--- src/hw/rvt_pkg.sv ---
package rvt_pkg;
  // ==================================================
  // register map (byte addresses)
  localparam logic [7:0] ADDR_CTRL = 8'h18;
  localparam logic [7:0] ADDR_AUX = 8'h1C;
  localparam logic [7:0] ADDR_STATUS = 8'h20;
  localparam logic [7:0] ADDR_MASK = 8'h24;
  localparam logic [7:0] ADDR_STATE = 8'h28;

  // ==================================================
  // ring_check_control fields
  localparam int CTRL_EN_BIT = 7;
  localparam int CTRL_SLOW_LSB = 0;
  localparam logic [7:0] CTRL_RESET = 8'h19;

  // ==================================================
  // auxiliary control fields
  localparam int AUX_FAST_LSB = 0;
  localparam int AUX_DLY_LSB = 6;
  localparam int AUX_TO_LSB = 9;
  localparam int AUX_CONF_LSB = 13;
  localparam logic [5:0] FAST_RESET = 6'h0A;
  localparam logic [2:0] DLY_RESET = 3'h0;
  localparam logic [3:0] TO_RESET = 4'h5;
  localparam logic [2:0] CONF_RESET = 3'h5;

  // ==================================================
  // status / mask bits
  localparam int ST_VALID_BIT = 0;
  localparam int ST_INVALID_BIT = 1;
  localparam int ST_END_BIT = 2;
  localparam int ST_WIDTH = 3;

  // ==================================================
  // timing
  localparam int CLK_PERIOD_NS = 25;
  localparam int STEP_NS = 2000000;
  localparam int TICK_CYCLES = STEP_NS / CLK_PERIOD_NS;
  localparam int DELAY_STEP_MS = 256;
  localparam int TIMEOUT_STEP_MS = 128;
  localparam int STEP_MS = 2;
  localparam int DELAY_STEP_TICKS = DELAY_STEP_MS / STEP_MS;
  localparam int TIMEOUT_STEP_TICKS = TIMEOUT_STEP_MS / STEP_MS;
  localparam int CNT_W = 10;

  // confirmation times in 2 ms steps (100,150,200,256,384,512,640,1024 ms)
  function automatic logic [CNT_W-1:0] confirm_ticks(input logic [2:0] sel);
    case (sel)
      3'h0: confirm_ticks = 10'h032;
      3'h1: confirm_ticks = 10'h04B;
      3'h2: confirm_ticks = 10'h064;
      3'h3: confirm_ticks = 10'h080;
      3'h4: confirm_ticks = 10'h0C0;
      3'h5: confirm_ticks = 10'h100;
      3'h6: confirm_ticks = 10'h140;
      default: confirm_ticks = 10'h200;
    endcase
  endfunction

  typedef enum logic [1:0] {RVT_IDLE, RVT_QUAL, RVT_DELAY, RVT_VALID} rvt_state_t;
endpackage

--- src/hw/rvt_ring_validator.sv ---
// Behaviour
// - With ring_check_enable low validation is off; when high it runs in normal and low-power mode alike.
// - Every tip/ring event with ring_check_enable high reloads the interval timer with the slow-limit count, which then counts down and holds at zero.
// - A second or later event after the timer has expired marks the ring invalid as too slow.
// - Events closer than slow-limit minus fast_limit_count steps of 2.0 ms are rejected as too fast.
// - The slow-limit count sets the lowest accepted ring frequency.
// - After validation a valid_report_delay of 0 to 1792 ms passes before the valid ring is shown.
// - The ring is over once ring_end_timeout times 128 ms pass after the latest crossing; code zero counts as one step.
// - A ring is valid only after its frequency stays in tolerance for the confirm_time_select time.
`timescale 1ns/100ps
module rvt_ring_validator #(
  parameter int TICK_CYCLES = rvt_pkg::TICK_CYCLES
) (
  // clock and reset
  input wire logic pclk,
  input wire logic presetn,
  // apb slave
  input wire logic psel,
  input wire logic penable,
  input wire logic pwrite,
  input wire logic [7:0] paddr,
  input wire logic [31:0] pwdata,
  output logic [31:0] prdata,
  output logic pready,
  output logic pslverr,
  // line side
  input wire logic ring_event,
  input wire logic low_power,
  // results
  output logic ring_valid,
  output logic irq
);
  // ==================================================
  // registers
  logic en_r;
  logic [5:0] slow_r;
  logic [5:0] fast_r;
  logic [2:0] dly_r;
  logic [3:0] to_r;
  logic [2:0] conf_r;
  logic [rvt_pkg::ST_WIDTH-1:0] status_r;
  logic [rvt_pkg::ST_WIDTH-1:0] mask_r;
  logic [31:0] prdata_r;
  logic [31:0] rdata_nxt;
  logic [rvt_pkg::ST_WIDTH-1:0] ev_set;
  logic setup;
  logic wr;
  logic mapped;

  rvt_pkg::rvt_state_t state_r;
  logic [5:0] timer_count;
  logic timer_expired;
  logic timer_load;

  assign setup = psel && !penable;
  assign wr = psel && penable && pwrite;
  assign mapped = (paddr == rvt_pkg::ADDR_CTRL) || (paddr == rvt_pkg::ADDR_AUX) ||
                  (paddr == rvt_pkg::ADDR_STATUS) || (paddr == rvt_pkg::ADDR_MASK) ||
                  (paddr == rvt_pkg::ADDR_STATE);
  assign pready = 1'b1;
  assign pslverr = psel && penable && !mapped;
  assign prdata = prdata_r;

  // reserved bit 6 is not stored
  always_ff @(posedge pclk or negedge presetn) begin
    if (!presetn) begin
      en_r <= rvt_pkg::CTRL_RESET[rvt_pkg::CTRL_EN_BIT];
      slow_r <= rvt_pkg::CTRL_RESET[rvt_pkg::CTRL_SLOW_LSB +: 6];
    end else if (wr && paddr == rvt_pkg::ADDR_CTRL) begin
      en_r <= pwdata[rvt_pkg::CTRL_EN_BIT];
      slow_r <= pwdata[rvt_pkg::CTRL_SLOW_LSB +: 6];
    end
  end

  always_ff @(posedge pclk or negedge presetn) begin
    if (!presetn) begin
      fast_r <= rvt_pkg::FAST_RESET;
      dly_r <= rvt_pkg::DLY_RESET;
      to_r <= rvt_pkg::TO_RESET;
      conf_r <= rvt_pkg::CONF_RESET;
    end else if (wr && paddr == rvt_pkg::ADDR_AUX) begin
      fast_r <= pwdata[rvt_pkg::AUX_FAST_LSB +: 6];
      dly_r <= pwdata[rvt_pkg::AUX_DLY_LSB +: 3];
      to_r <= pwdata[rvt_pkg::AUX_TO_LSB +: 4];
      conf_r <= pwdata[rvt_pkg::AUX_CONF_LSB +: 3];
    end
  end

  // set wins over a same-cycle write-one clear
  always_ff @(posedge pclk or negedge presetn) begin
    if (!presetn) begin
      status_r <= '0;
    end else if (wr && paddr == rvt_pkg::ADDR_STATUS) begin
      status_r <= (status_r & ~pwdata[rvt_pkg::ST_WIDTH-1:0]) | ev_set;
    end else begin
      status_r <= status_r | ev_set;
    end
  end

  always_ff @(posedge pclk or negedge presetn) begin
    if (!presetn) begin
      mask_r <= '0;
    end else if (wr && paddr == rvt_pkg::ADDR_MASK) begin
      mask_r <= pwdata[rvt_pkg::ST_WIDTH-1:0];
    end
  end

  assign irq = |(status_r & mask_r);

  always_comb begin
    rdata_nxt = 32'h0000_0000;
    case (paddr)
      rvt_pkg::ADDR_CTRL: begin
        rdata_nxt[rvt_pkg::CTRL_EN_BIT] = en_r;
        rdata_nxt[rvt_pkg::CTRL_SLOW_LSB +: 6] = slow_r;
      end
      rvt_pkg::ADDR_AUX: begin
        rdata_nxt[rvt_pkg::AUX_FAST_LSB +: 6] = fast_r;
        rdata_nxt[rvt_pkg::AUX_DLY_LSB +: 3] = dly_r;
        rdata_nxt[rvt_pkg::AUX_TO_LSB +: 4] = to_r;
        rdata_nxt[rvt_pkg::AUX_CONF_LSB +: 3] = conf_r;
      end
      rvt_pkg::ADDR_STATUS: rdata_nxt[rvt_pkg::ST_WIDTH-1:0] = status_r;
      rvt_pkg::ADDR_MASK: rdata_nxt[rvt_pkg::ST_WIDTH-1:0] = mask_r;
      rvt_pkg::ADDR_STATE: begin
        rdata_nxt[1:0] = state_r;
        rdata_nxt[2] = ring_valid;
        rdata_nxt[3] = timer_expired;
        rdata_nxt[4] = low_power;
        rdata_nxt[13:8] = timer_count;
      end
      default: rdata_nxt = 32'h0000_0000;
    endcase
  end

  // read data captured in the setup cycle, so access is zero-wait
  always_ff @(posedge pclk or negedge presetn) begin
    if (!presetn) begin
      prdata_r <= 32'h0000_0000;
    end else if (setup && !pwrite) begin
      prdata_r <= rdata_nxt;
    end
  end

  // ==================================================
  // 2 ms tick divider
  localparam int DIV_W = $clog2(TICK_CYCLES + 1);
  logic [DIV_W-1:0] div_r;
  logic tick;

  always_ff @(posedge pclk or negedge presetn) begin
    if (!presetn) begin
      div_r <= '0;
    end else if (div_r == DIV_W'(TICK_CYCLES - 1)) begin
      div_r <= '0;
    end else begin
      div_r <= div_r + 1'b1;
    end
  end

  assign tick = (div_r == DIV_W'(TICK_CYCLES - 1));

  // ==================================================
  // qualification
  logic [rvt_pkg::CNT_W-1:0] phase_r;
  logic [rvt_pkg::CNT_W-1:0] since_r;
  logic [rvt_pkg::CNT_W-1:0] to_ticks;
  logic [rvt_pkg::CNT_W-1:0] dly_ticks;
  logic too_slow;
  logic too_fast;
  logic bad_event;
  logic ring_over;
  logic active;

  rvt_interval_timer #(
    .WIDTH(6)
  ) rvt_interval_timer_inst (
    .pclk(pclk),
    .presetn(presetn),
    .tick(tick),
    .load(timer_load),
    .load_value(slow_r),
    .count(timer_count),
    .expired(timer_expired)
  );

  assign active = en_r && (state_r != rvt_pkg::RVT_IDLE);
  assign timer_load = en_r && ring_event;
  assign too_slow = timer_expired;
  assign too_fast = timer_count > fast_r;
  assign bad_event = active && ring_event && (too_slow || too_fast);
  // zero code treated as one step
  assign to_ticks = rvt_pkg::CNT_W'((to_r == 4'h0 ? 4'h1 : to_r) * rvt_pkg::TIMEOUT_STEP_TICKS);
  assign dly_ticks = rvt_pkg::CNT_W'(dly_r * rvt_pkg::DELAY_STEP_TICKS);
  assign ring_over = active && !ring_event && tick && (since_r + 1'b1 >= to_ticks);

  always_ff @(posedge pclk or negedge presetn) begin
    if (!presetn) begin
      since_r <= '0;
    end else if (ring_event || !active) begin
      since_r <= '0;
    end else if (tick && since_r != {rvt_pkg::CNT_W{1'b1}}) begin
      since_r <= since_r + 1'b1;
    end
  end

  always_ff @(posedge pclk or negedge presetn) begin
    if (!presetn) begin
      state_r <= rvt_pkg::RVT_IDLE;
      phase_r <= '0;
    end else if (!en_r) begin
      state_r <= rvt_pkg::RVT_IDLE;
      phase_r <= '0;
    end else if (bad_event) begin
      state_r <= rvt_pkg::RVT_QUAL;
      phase_r <= '0;
    end else if (ring_over) begin
      state_r <= rvt_pkg::RVT_IDLE;
      phase_r <= '0;
    end else begin
      case (state_r)
        rvt_pkg::RVT_IDLE: begin
          if (ring_event) begin
            state_r <= rvt_pkg::RVT_QUAL;
            phase_r <= '0;
          end
        end
        rvt_pkg::RVT_QUAL: begin
          if (tick) begin
            if (phase_r + 1'b1 >= rvt_pkg::confirm_ticks(conf_r)) begin
              state_r <= rvt_pkg::RVT_DELAY;
              phase_r <= '0;
            end else begin
              phase_r <= phase_r + 1'b1;
            end
          end
        end
        rvt_pkg::RVT_DELAY: begin
          if (dly_ticks == '0 || (tick && phase_r + 1'b1 >= dly_ticks)) begin
            state_r <= rvt_pkg::RVT_VALID;
            phase_r <= '0;
          end else if (tick) begin
            phase_r <= phase_r + 1'b1;
          end
        end
        rvt_pkg::RVT_VALID: phase_r <= '0;
        default: begin
          state_r <= rvt_pkg::RVT_IDLE;
          phase_r <= '0;
        end
      endcase
    end
  end

  always_ff @(posedge pclk or negedge presetn) begin
    if (!presetn) begin
      ring_valid <= 1'b0;
    end else begin
      ring_valid <= en_r && !bad_event && !ring_over &&
                    (state_r == rvt_pkg::RVT_VALID ||
                     (state_r == rvt_pkg::RVT_DELAY &&
                      (dly_ticks == '0 || (tick && phase_r + 1'b1 >= dly_ticks))));
    end
  end

  always_comb begin
    ev_set = '0;
    ev_set[rvt_pkg::ST_VALID_BIT] = ring_valid == 1'b0 && en_r && !bad_event && !ring_over &&
                                    state_r == rvt_pkg::RVT_DELAY &&
                                    (dly_ticks == '0 || (tick && phase_r + 1'b1 >= dly_ticks));
    ev_set[rvt_pkg::ST_INVALID_BIT] = en_r && bad_event;
    ev_set[rvt_pkg::ST_END_BIT] = en_r && ring_over && state_r == rvt_pkg::RVT_VALID;
  end
endmodule

--- src/hw/rvt_interval_timer.sv ---
`timescale 1ns/100ps
module rvt_interval_timer #(
  parameter int WIDTH = 6
) (
  // clock and reset
  input wire logic pclk,
  input wire logic presetn,
  // control
  input wire logic tick,
  input wire logic load,
  input wire logic [WIDTH-1:0] load_value,
  // state
  output logic [WIDTH-1:0] count,
  output logic expired
);
  logic [WIDTH-1:0] count_r;

  always_ff @(posedge pclk or negedge presetn) begin
    if (!presetn) begin
      count_r <= '0;
    end else if (load) begin
      count_r <= load_value;
    end else if (tick && count_r != '0) begin
      count_r <= count_r - 1'b1;
    end
  end

  assign count = count_r;
  assign expired = (count_r == '0);
endmodule

--- config.mk ---
export PLATFORM = sky130hd
export DESIGN_NAME = rvt_ring_validator
export DESIGN_NICKNAME = d
export VERILOG_FILES = /design/src/hw/rvt_pkg.sv /design/src/hw/rvt_ring_validator.sv /design/src/hw/rvt_interval_timer.sv
export SDC_FILE = /design/constraint.sdc
export NUM_CORES = 1
export LEC_CHECK = 0
export ABC_CLOCK_PERIOD_IN_PS = 7100
export BUFFER_PORTS_ARGS = -buffer_cell sky130_fd_sc_hd__buf_2
export CAP_MARGIN = 20
export CORE_MARGIN = 1
export CORE_UTILIZATION = 62
export CTS_CLUSTER_DIAMETER = 50
export CTS_CLUSTER_SIZE = 12
export DETAILED_ROUTE_END_ITERATION = 12
export PLACE_DENSITY = 0.83
export SYNTH_ARGS = -nofsm -noshare
export SYNTH_HDL_FRONTEND = slang
export SYNTH_SLANG_ARGS = --single-unit
--- constraint.sdc ---
create_clock -name pclk -period 7.1 [get_ports pclk]
set_input_delay 1.065 -clock pclk [delete_from_list [all_inputs] [get_ports pclk]]
set_output_delay 1.065 -clock pclk [all_outputs]
set_load 0.02 [all_outputs]
# Yosys cells after proc, flatten, opt, wreduce, memory -nomap -nowiden
# Cells that the tools add are included.
# Widths: inputs -> output; s select.
# word_totals
regBits	91
inputBits	47
out_inout_bits	36
word_cells	146
# classes
n_addsub	4
magnitude_cmp	4
eq_ne	22
n_mux	37
bitwise_logic	6
n_reduce_logical	58
# op_table
operator	count
$mux 10	15
$pmux 10 s7	1
$pmux 10 s4	1
$logic_and 1x1->1	31
$ge 10x10->1	3
$eq 8x6->1 const B	3
$add 10x1->10 const B	2
$add 17x1->17 const B	1
$eq 17x17->1 const B	1
$mux 17	1
$eq 8x5->1 const B	2
$mux 2	8
$ne 5x5->1 const B	3
$pmux 3 s5	1
$mux 6	2
$pmux 2 s3	2
$pmux 6 s2	1
$logic_not 10->1	1
$ne 10x10->1 const B	1
$eq 3x3->1 const B	3
$logic_or 1x1->1	8
$logic_not 1->1	7
$and 3x3->3	2
$eq 3x2->1 const B	2
24 further kinds	29

# Depth between registers and ports, before layout
# depth
ltp_word	15
mapped_depth	16
mapped_depth_nobuf	13

# Modules after synthesis
# From an unflattened synthesis, not the netlist that was laid out.
# unflattened
hier_cells	597
area_unflattened_um2	5596.6
# modules_own_cells
module	instances	cells_each	area_per_inst_um2	seq_area_each_um2
rvt_ring_validator	1	553	5201.2	2138.3
rvt_interval_timer	1	44	395.4	150.1

# Worst setup path before layout
# OpenSTA, ideal clock, no wires.
# synth_timing
path_kind	input-to-output
start	input paddr[1]
end	output pslverr
arrival_ps	2341
t_required_ps	6035
setup_slack_ps	3694
stages	5
path_buffers	1
path_cell_list	or4_4 or3b_1 clkbuf_1 a21oi_1 nor3_1
# synth_between
elab_chain_cells	7
word_cells_on_any_way	11
cone_classes	5 x eq/ne; 6 x reduce/logical
# synth_lines
item	line_no	text
from (decl)	rvt_ring_validator.sv:21	input wire logic [7:0] paddr,
$eq 8x5->1	rvt_ring_validator.sv:57	assign mapped = (paddr == rvt_pkg::ADDR_CTRL) || (paddr == rvt_pkg::ADDR_AUX) ||
$logic_or 1x1->1 (2 in series)	rvt_ring_validator.sv:57	
$logic_or 1x1->1	rvt_ring_validator.sv:58	(paddr == rvt_pkg::ADDR_STATUS) || (paddr == rvt_pkg::ADDR_MASK) ||
$logic_or 1x1->1 (*)	rvt_ring_validator.sv:58	
$logic_not 1->1 (*)	rvt_ring_validator.sv:61	assign pslverr = psel && penable && !mapped;
$logic_and 1x1->1 (*)	rvt_ring_validator.sv:61	
to (decl)	rvt_ring_validator.sv:25	output logic pslverr,
# Every way passes the cells marked *; elsewhere a longest branch is shown, timed or not.

# Final worst setup path
# layout_timing
start	register since_r[3] (netlist bit)
end	register phase_r[6] (netlist bit)
# layout_between
elab_chain_cells	6
word_cells_on_any_way	10
cone_classes	1 x add/sub; 1 x order compare; 3 x eq/ne; 3 x mux; 2 x reduce/logical
# layout_lines
item	line_no	text
from (decl)	rvt_ring_validator.sv:166	logic [rvt_pkg::CNT_W-1:0] since_r;
from (signal assigned)	rvt_ring_validator.sv:203	since_r <= since_r + 1'b1;
$add 10x1->10 (*)	rvt_ring_validator.sv:195	assign ring_over = active && !ring_event && tick && (since_r + 1'b1 >= to_ticks);
$ge 10x10->1 (*)	rvt_ring_validator.sv:195	
$logic_and 1x1->1 (*)	rvt_ring_validator.sv:195	
branches (longest 3 deep; another with $ne 6x5->1)	--	
to (signal assigned)	rvt_ring_validator.sv:234	phase_r <= phase_r + 1'b1;
to (signal assigned)	rvt_ring_validator.sv:243	phase_r <= phase_r + 1'b1;
to (decl)	rvt_ring_validator.sv:165	logic [rvt_pkg::CNT_W-1:0] phase_r;
# Mark *: on every way between the ends.
# A chain may end at the register's enable or synchronous reset.

==> results.md <==
- Vias per cell: 5.928
- Root buffer cell: clkbuf_8
- Drt wl/cell: 16.11 um
- DRT Wirelength: 11940 um
- Largest family of logic cells by synthesized area: simple AND/OR/NAND/NOR gates
- CP max FO: 11
- Final period util: 0.5221
- Core Region: 8721 um2
- Fillers: 692
- Max Slew Vio Count: 0
- WP data required: 7.37 ns
- Area of the die: 9355 um2
- Post-synthesis cell type count: 69
- PortBufs: 49
- Tot GR Track Use: 0.2634
- Multiplexer area fraction after synthesis: 0.04723
- Post-Syn Area: 5563 um2
- CTS tree: done
- CP Launch Type: flop
- Rows: 34
- Share of cells above drive strength 1: 0.1627
- Max IR drop VDD: 107.9 uV
- Clk_skew: 0.01192 ns
- Post-route ant nets: 0
- Overall power: 0.9862 mW
- Fin nets: 709
- Fmax: 269.8 MHz
- Post-CTS Setup Bufs: 0
- Starting Density: 0.6379
- Maxcap violations: 0
- Vias in the first global route: 4202
- H-Tree Depth: 3
- Status: finished, final reports clean
- Fin Setup TNS: 0 ns
- # IOs: 83
- Area grow syn2layout: 7.265%
- RSZ-0062 raised after global routing: no
- Fin crit period: 3.707 ns
- Clock transition at path regs: 0.10 ns
- Most common cell in the synthesized netlist: dfrtp_1
- Die width: 96.72 um
- Avg Synthesized Cell Area: 9.381 um2
- LEAKAGE: 2.820 nW
- Iter 0 DRT Violations: 289
- Post-Synth Simple-Gate Area: 0.1964
- Ys async rst share: 1.000
- Final core utilization: 0.6842
- # setup viols final: 0
- Max clock buf depth: 2
- Hold Vio Cnt, Final: 0
- Sequential area share after synthesis: 0.4114
- Skew-Pair Late Insertion Delay: 0.36 ns
- Yosys top cell area share: 0.3689
- Kind of critical path: reg2reg
- Arr. time, crit path: 3.98 ns
- RD Place Congestion: 0.9091
- Vias: 4393
- Cts hold-fix bufs: 0
- Initial antenna violation count: 0
- Largest net degree at the start of global routing: 86
- Top cells by count, synth: dfrtp_1, nand2_1, nor2_1
- PwrDens: 165.3 nW/um2
- Synth Area in Compound Gates: 0.1352
- Seq cells post-synth: 91
- CTS Sinks: 91
- Mapped Cells: 593
- Top cells by area, synth: dfrtp_1, ha_1, nand2_1
- Placed cells: 724
- Remaining DRCs: 0
- Number of synthesized flops with an enable pin: 0
- Fin cells: 741
- Cell taking the most area after synthesis: dfrtp_1
- Hold WS: 0.4855 ns
- TritonRoute pass-1 iters: 5
- GR Overflow Total: 0
- Die Height: 96.72 um
- CTS-repair resized insts: 0
- Cts bufs inserted: 9
- # diodes: 0
- Hold WC Path Type: reg2reg
- First-pass GRT wire length: 19890 um
- Area share of fa/ha/maj cells after synthesis: 0.07647
- Worst setup EP type: flop
- Post-DP HPWL: 8850 um
- Worst slew pin tran: 0.6406 ns
- Dominant synthesized flop cell: dfrtp_1
- Synth warnings: 0
- Worst slew margin: 0.5719
- Xor/xnor cell area share of the yosys netlist: 0.06298
==> cells by family after synthesis <==
kind of cell,Yosys count
AO/OA/AOI/OAI,108
XOR/XNOR,40
adder cells (fa/ha/maj),34
buffers and inverters,75
flip-flops,91
multiplexers,22
other,2
AND/OR/NAND/NOR,221
==> power breakdown <==
group          switching, mW  internal [mW]
logic                 0.0690         0.0407
clock network          0.192          0.132
registers             0.0166          0.535
total                  0.278          0.708
==> critical path, cell delays in order (launching register included) <==
cell	delay, ns
dfrtp_1	0.45
and3_1	0.26
and2_1	0.20
and4_1	0.29
nand3_1	0.11
xnor2_1	0.14
ha_1	0.32
a211oi_1	0.19
o21ai_0	0.14
o21ai_1	0.27
nand3_1	0.37
or3b_1	0.64
o31ai_2	0.24
==> state kept, by name (all words and copies together), names as in the netlist <==
name / cells
conf_r: 3
div_r: 17
dly_r: 3
en_r: 1
fast_r: 6
mask_r: 3
phase_r: 10
prdata: 16
ring_valid: 1
rvt_interval_timer_inst.count: 6
since_r: 10
slow_r: 6
state_r: 2
status_r: 3
to_r: 4
==> final cells by class <==
| type | count | area (um2) | area share |
|---|---|---|---|
| inverter | 30 | 112.6 | 0.01887 |
| tap | 108 | 135.1 | 0.02265 |
| timing repair buffer | 54 | 305.3 | 0.05116 |
| sequential | 91 | 2288 | 0.3835 |
| clock buffer | 10 | 127.6 | 0.02139 |
| clock inverter | 6 | 48.80 | 0.008178 |
| multi-input combinational | 442 | 2949 | 0.4942 |
==> cells in the final DEF (no fill, tap or decap), drive strengths merged, types with 4 or more instances in the layout <==
cell     n
a211oi   4
a21oi   27
a221oi   8
and2     8
and3     7
and4     4
buf     54
clkbuf  10
conb    17
dfrtp   82
dfstp    9
ha      34
inv     33
mux2    16
mux2i    6
nand2   70
nand3   17
nand4   17
nor2    59
nor2b    5
nor3     6
nor4     6
o21a     4
o21ai   30
o31ai    8
or3      7
xnor2   19
xor2    21
==> routing by layer <==
metal / part of all wire / GRT usage / vias to the layer above
met2: 0.48 / 0.4339 / 148
met1: 0.44 / 0.3488 / 2107
met4: 0.020 / 0.1022 / 0
met3: 0.061 / 0.04408 / 26
li1: - / - / 2112
met5: 0 / 0 / -
==> per-stage QoR <==
step | instance area (um2) | setup slack (ns)
2_1_floorplan | 5619 | 3.694
3_5_place_dp | 5763 | 3.356
6_report | 5967 | 3.393
5_1_grt | 5967 | 3.100
4_1_cts | 5939 | 3.373
3_3_place_gp | 5763 | 3.493
==> worst paths after layout <==
| kind | start | end | slack, ns | cells after the start |
|---|---|---|---|---|
| worst max-delay path | since_r[3] | phase_r[6] | 3.39 | 12 |
| worst min-delay path | prdata[15] | prdata[15] | 0.49 | 2 |
| worst max register to register | since_r[3] | phase_r[6] | 3.39 | 12 |
| worst min register to register | prdata[15] | prdata[15] | 0.49 | 2 |
| max in group asynchronous | presetn | conf_r[2] | 5.77 | 3 |
| min in group asynchronous | presetn | phase_r[7] | 0.50 | 1 |
Power figures use the tool's default switching activity.
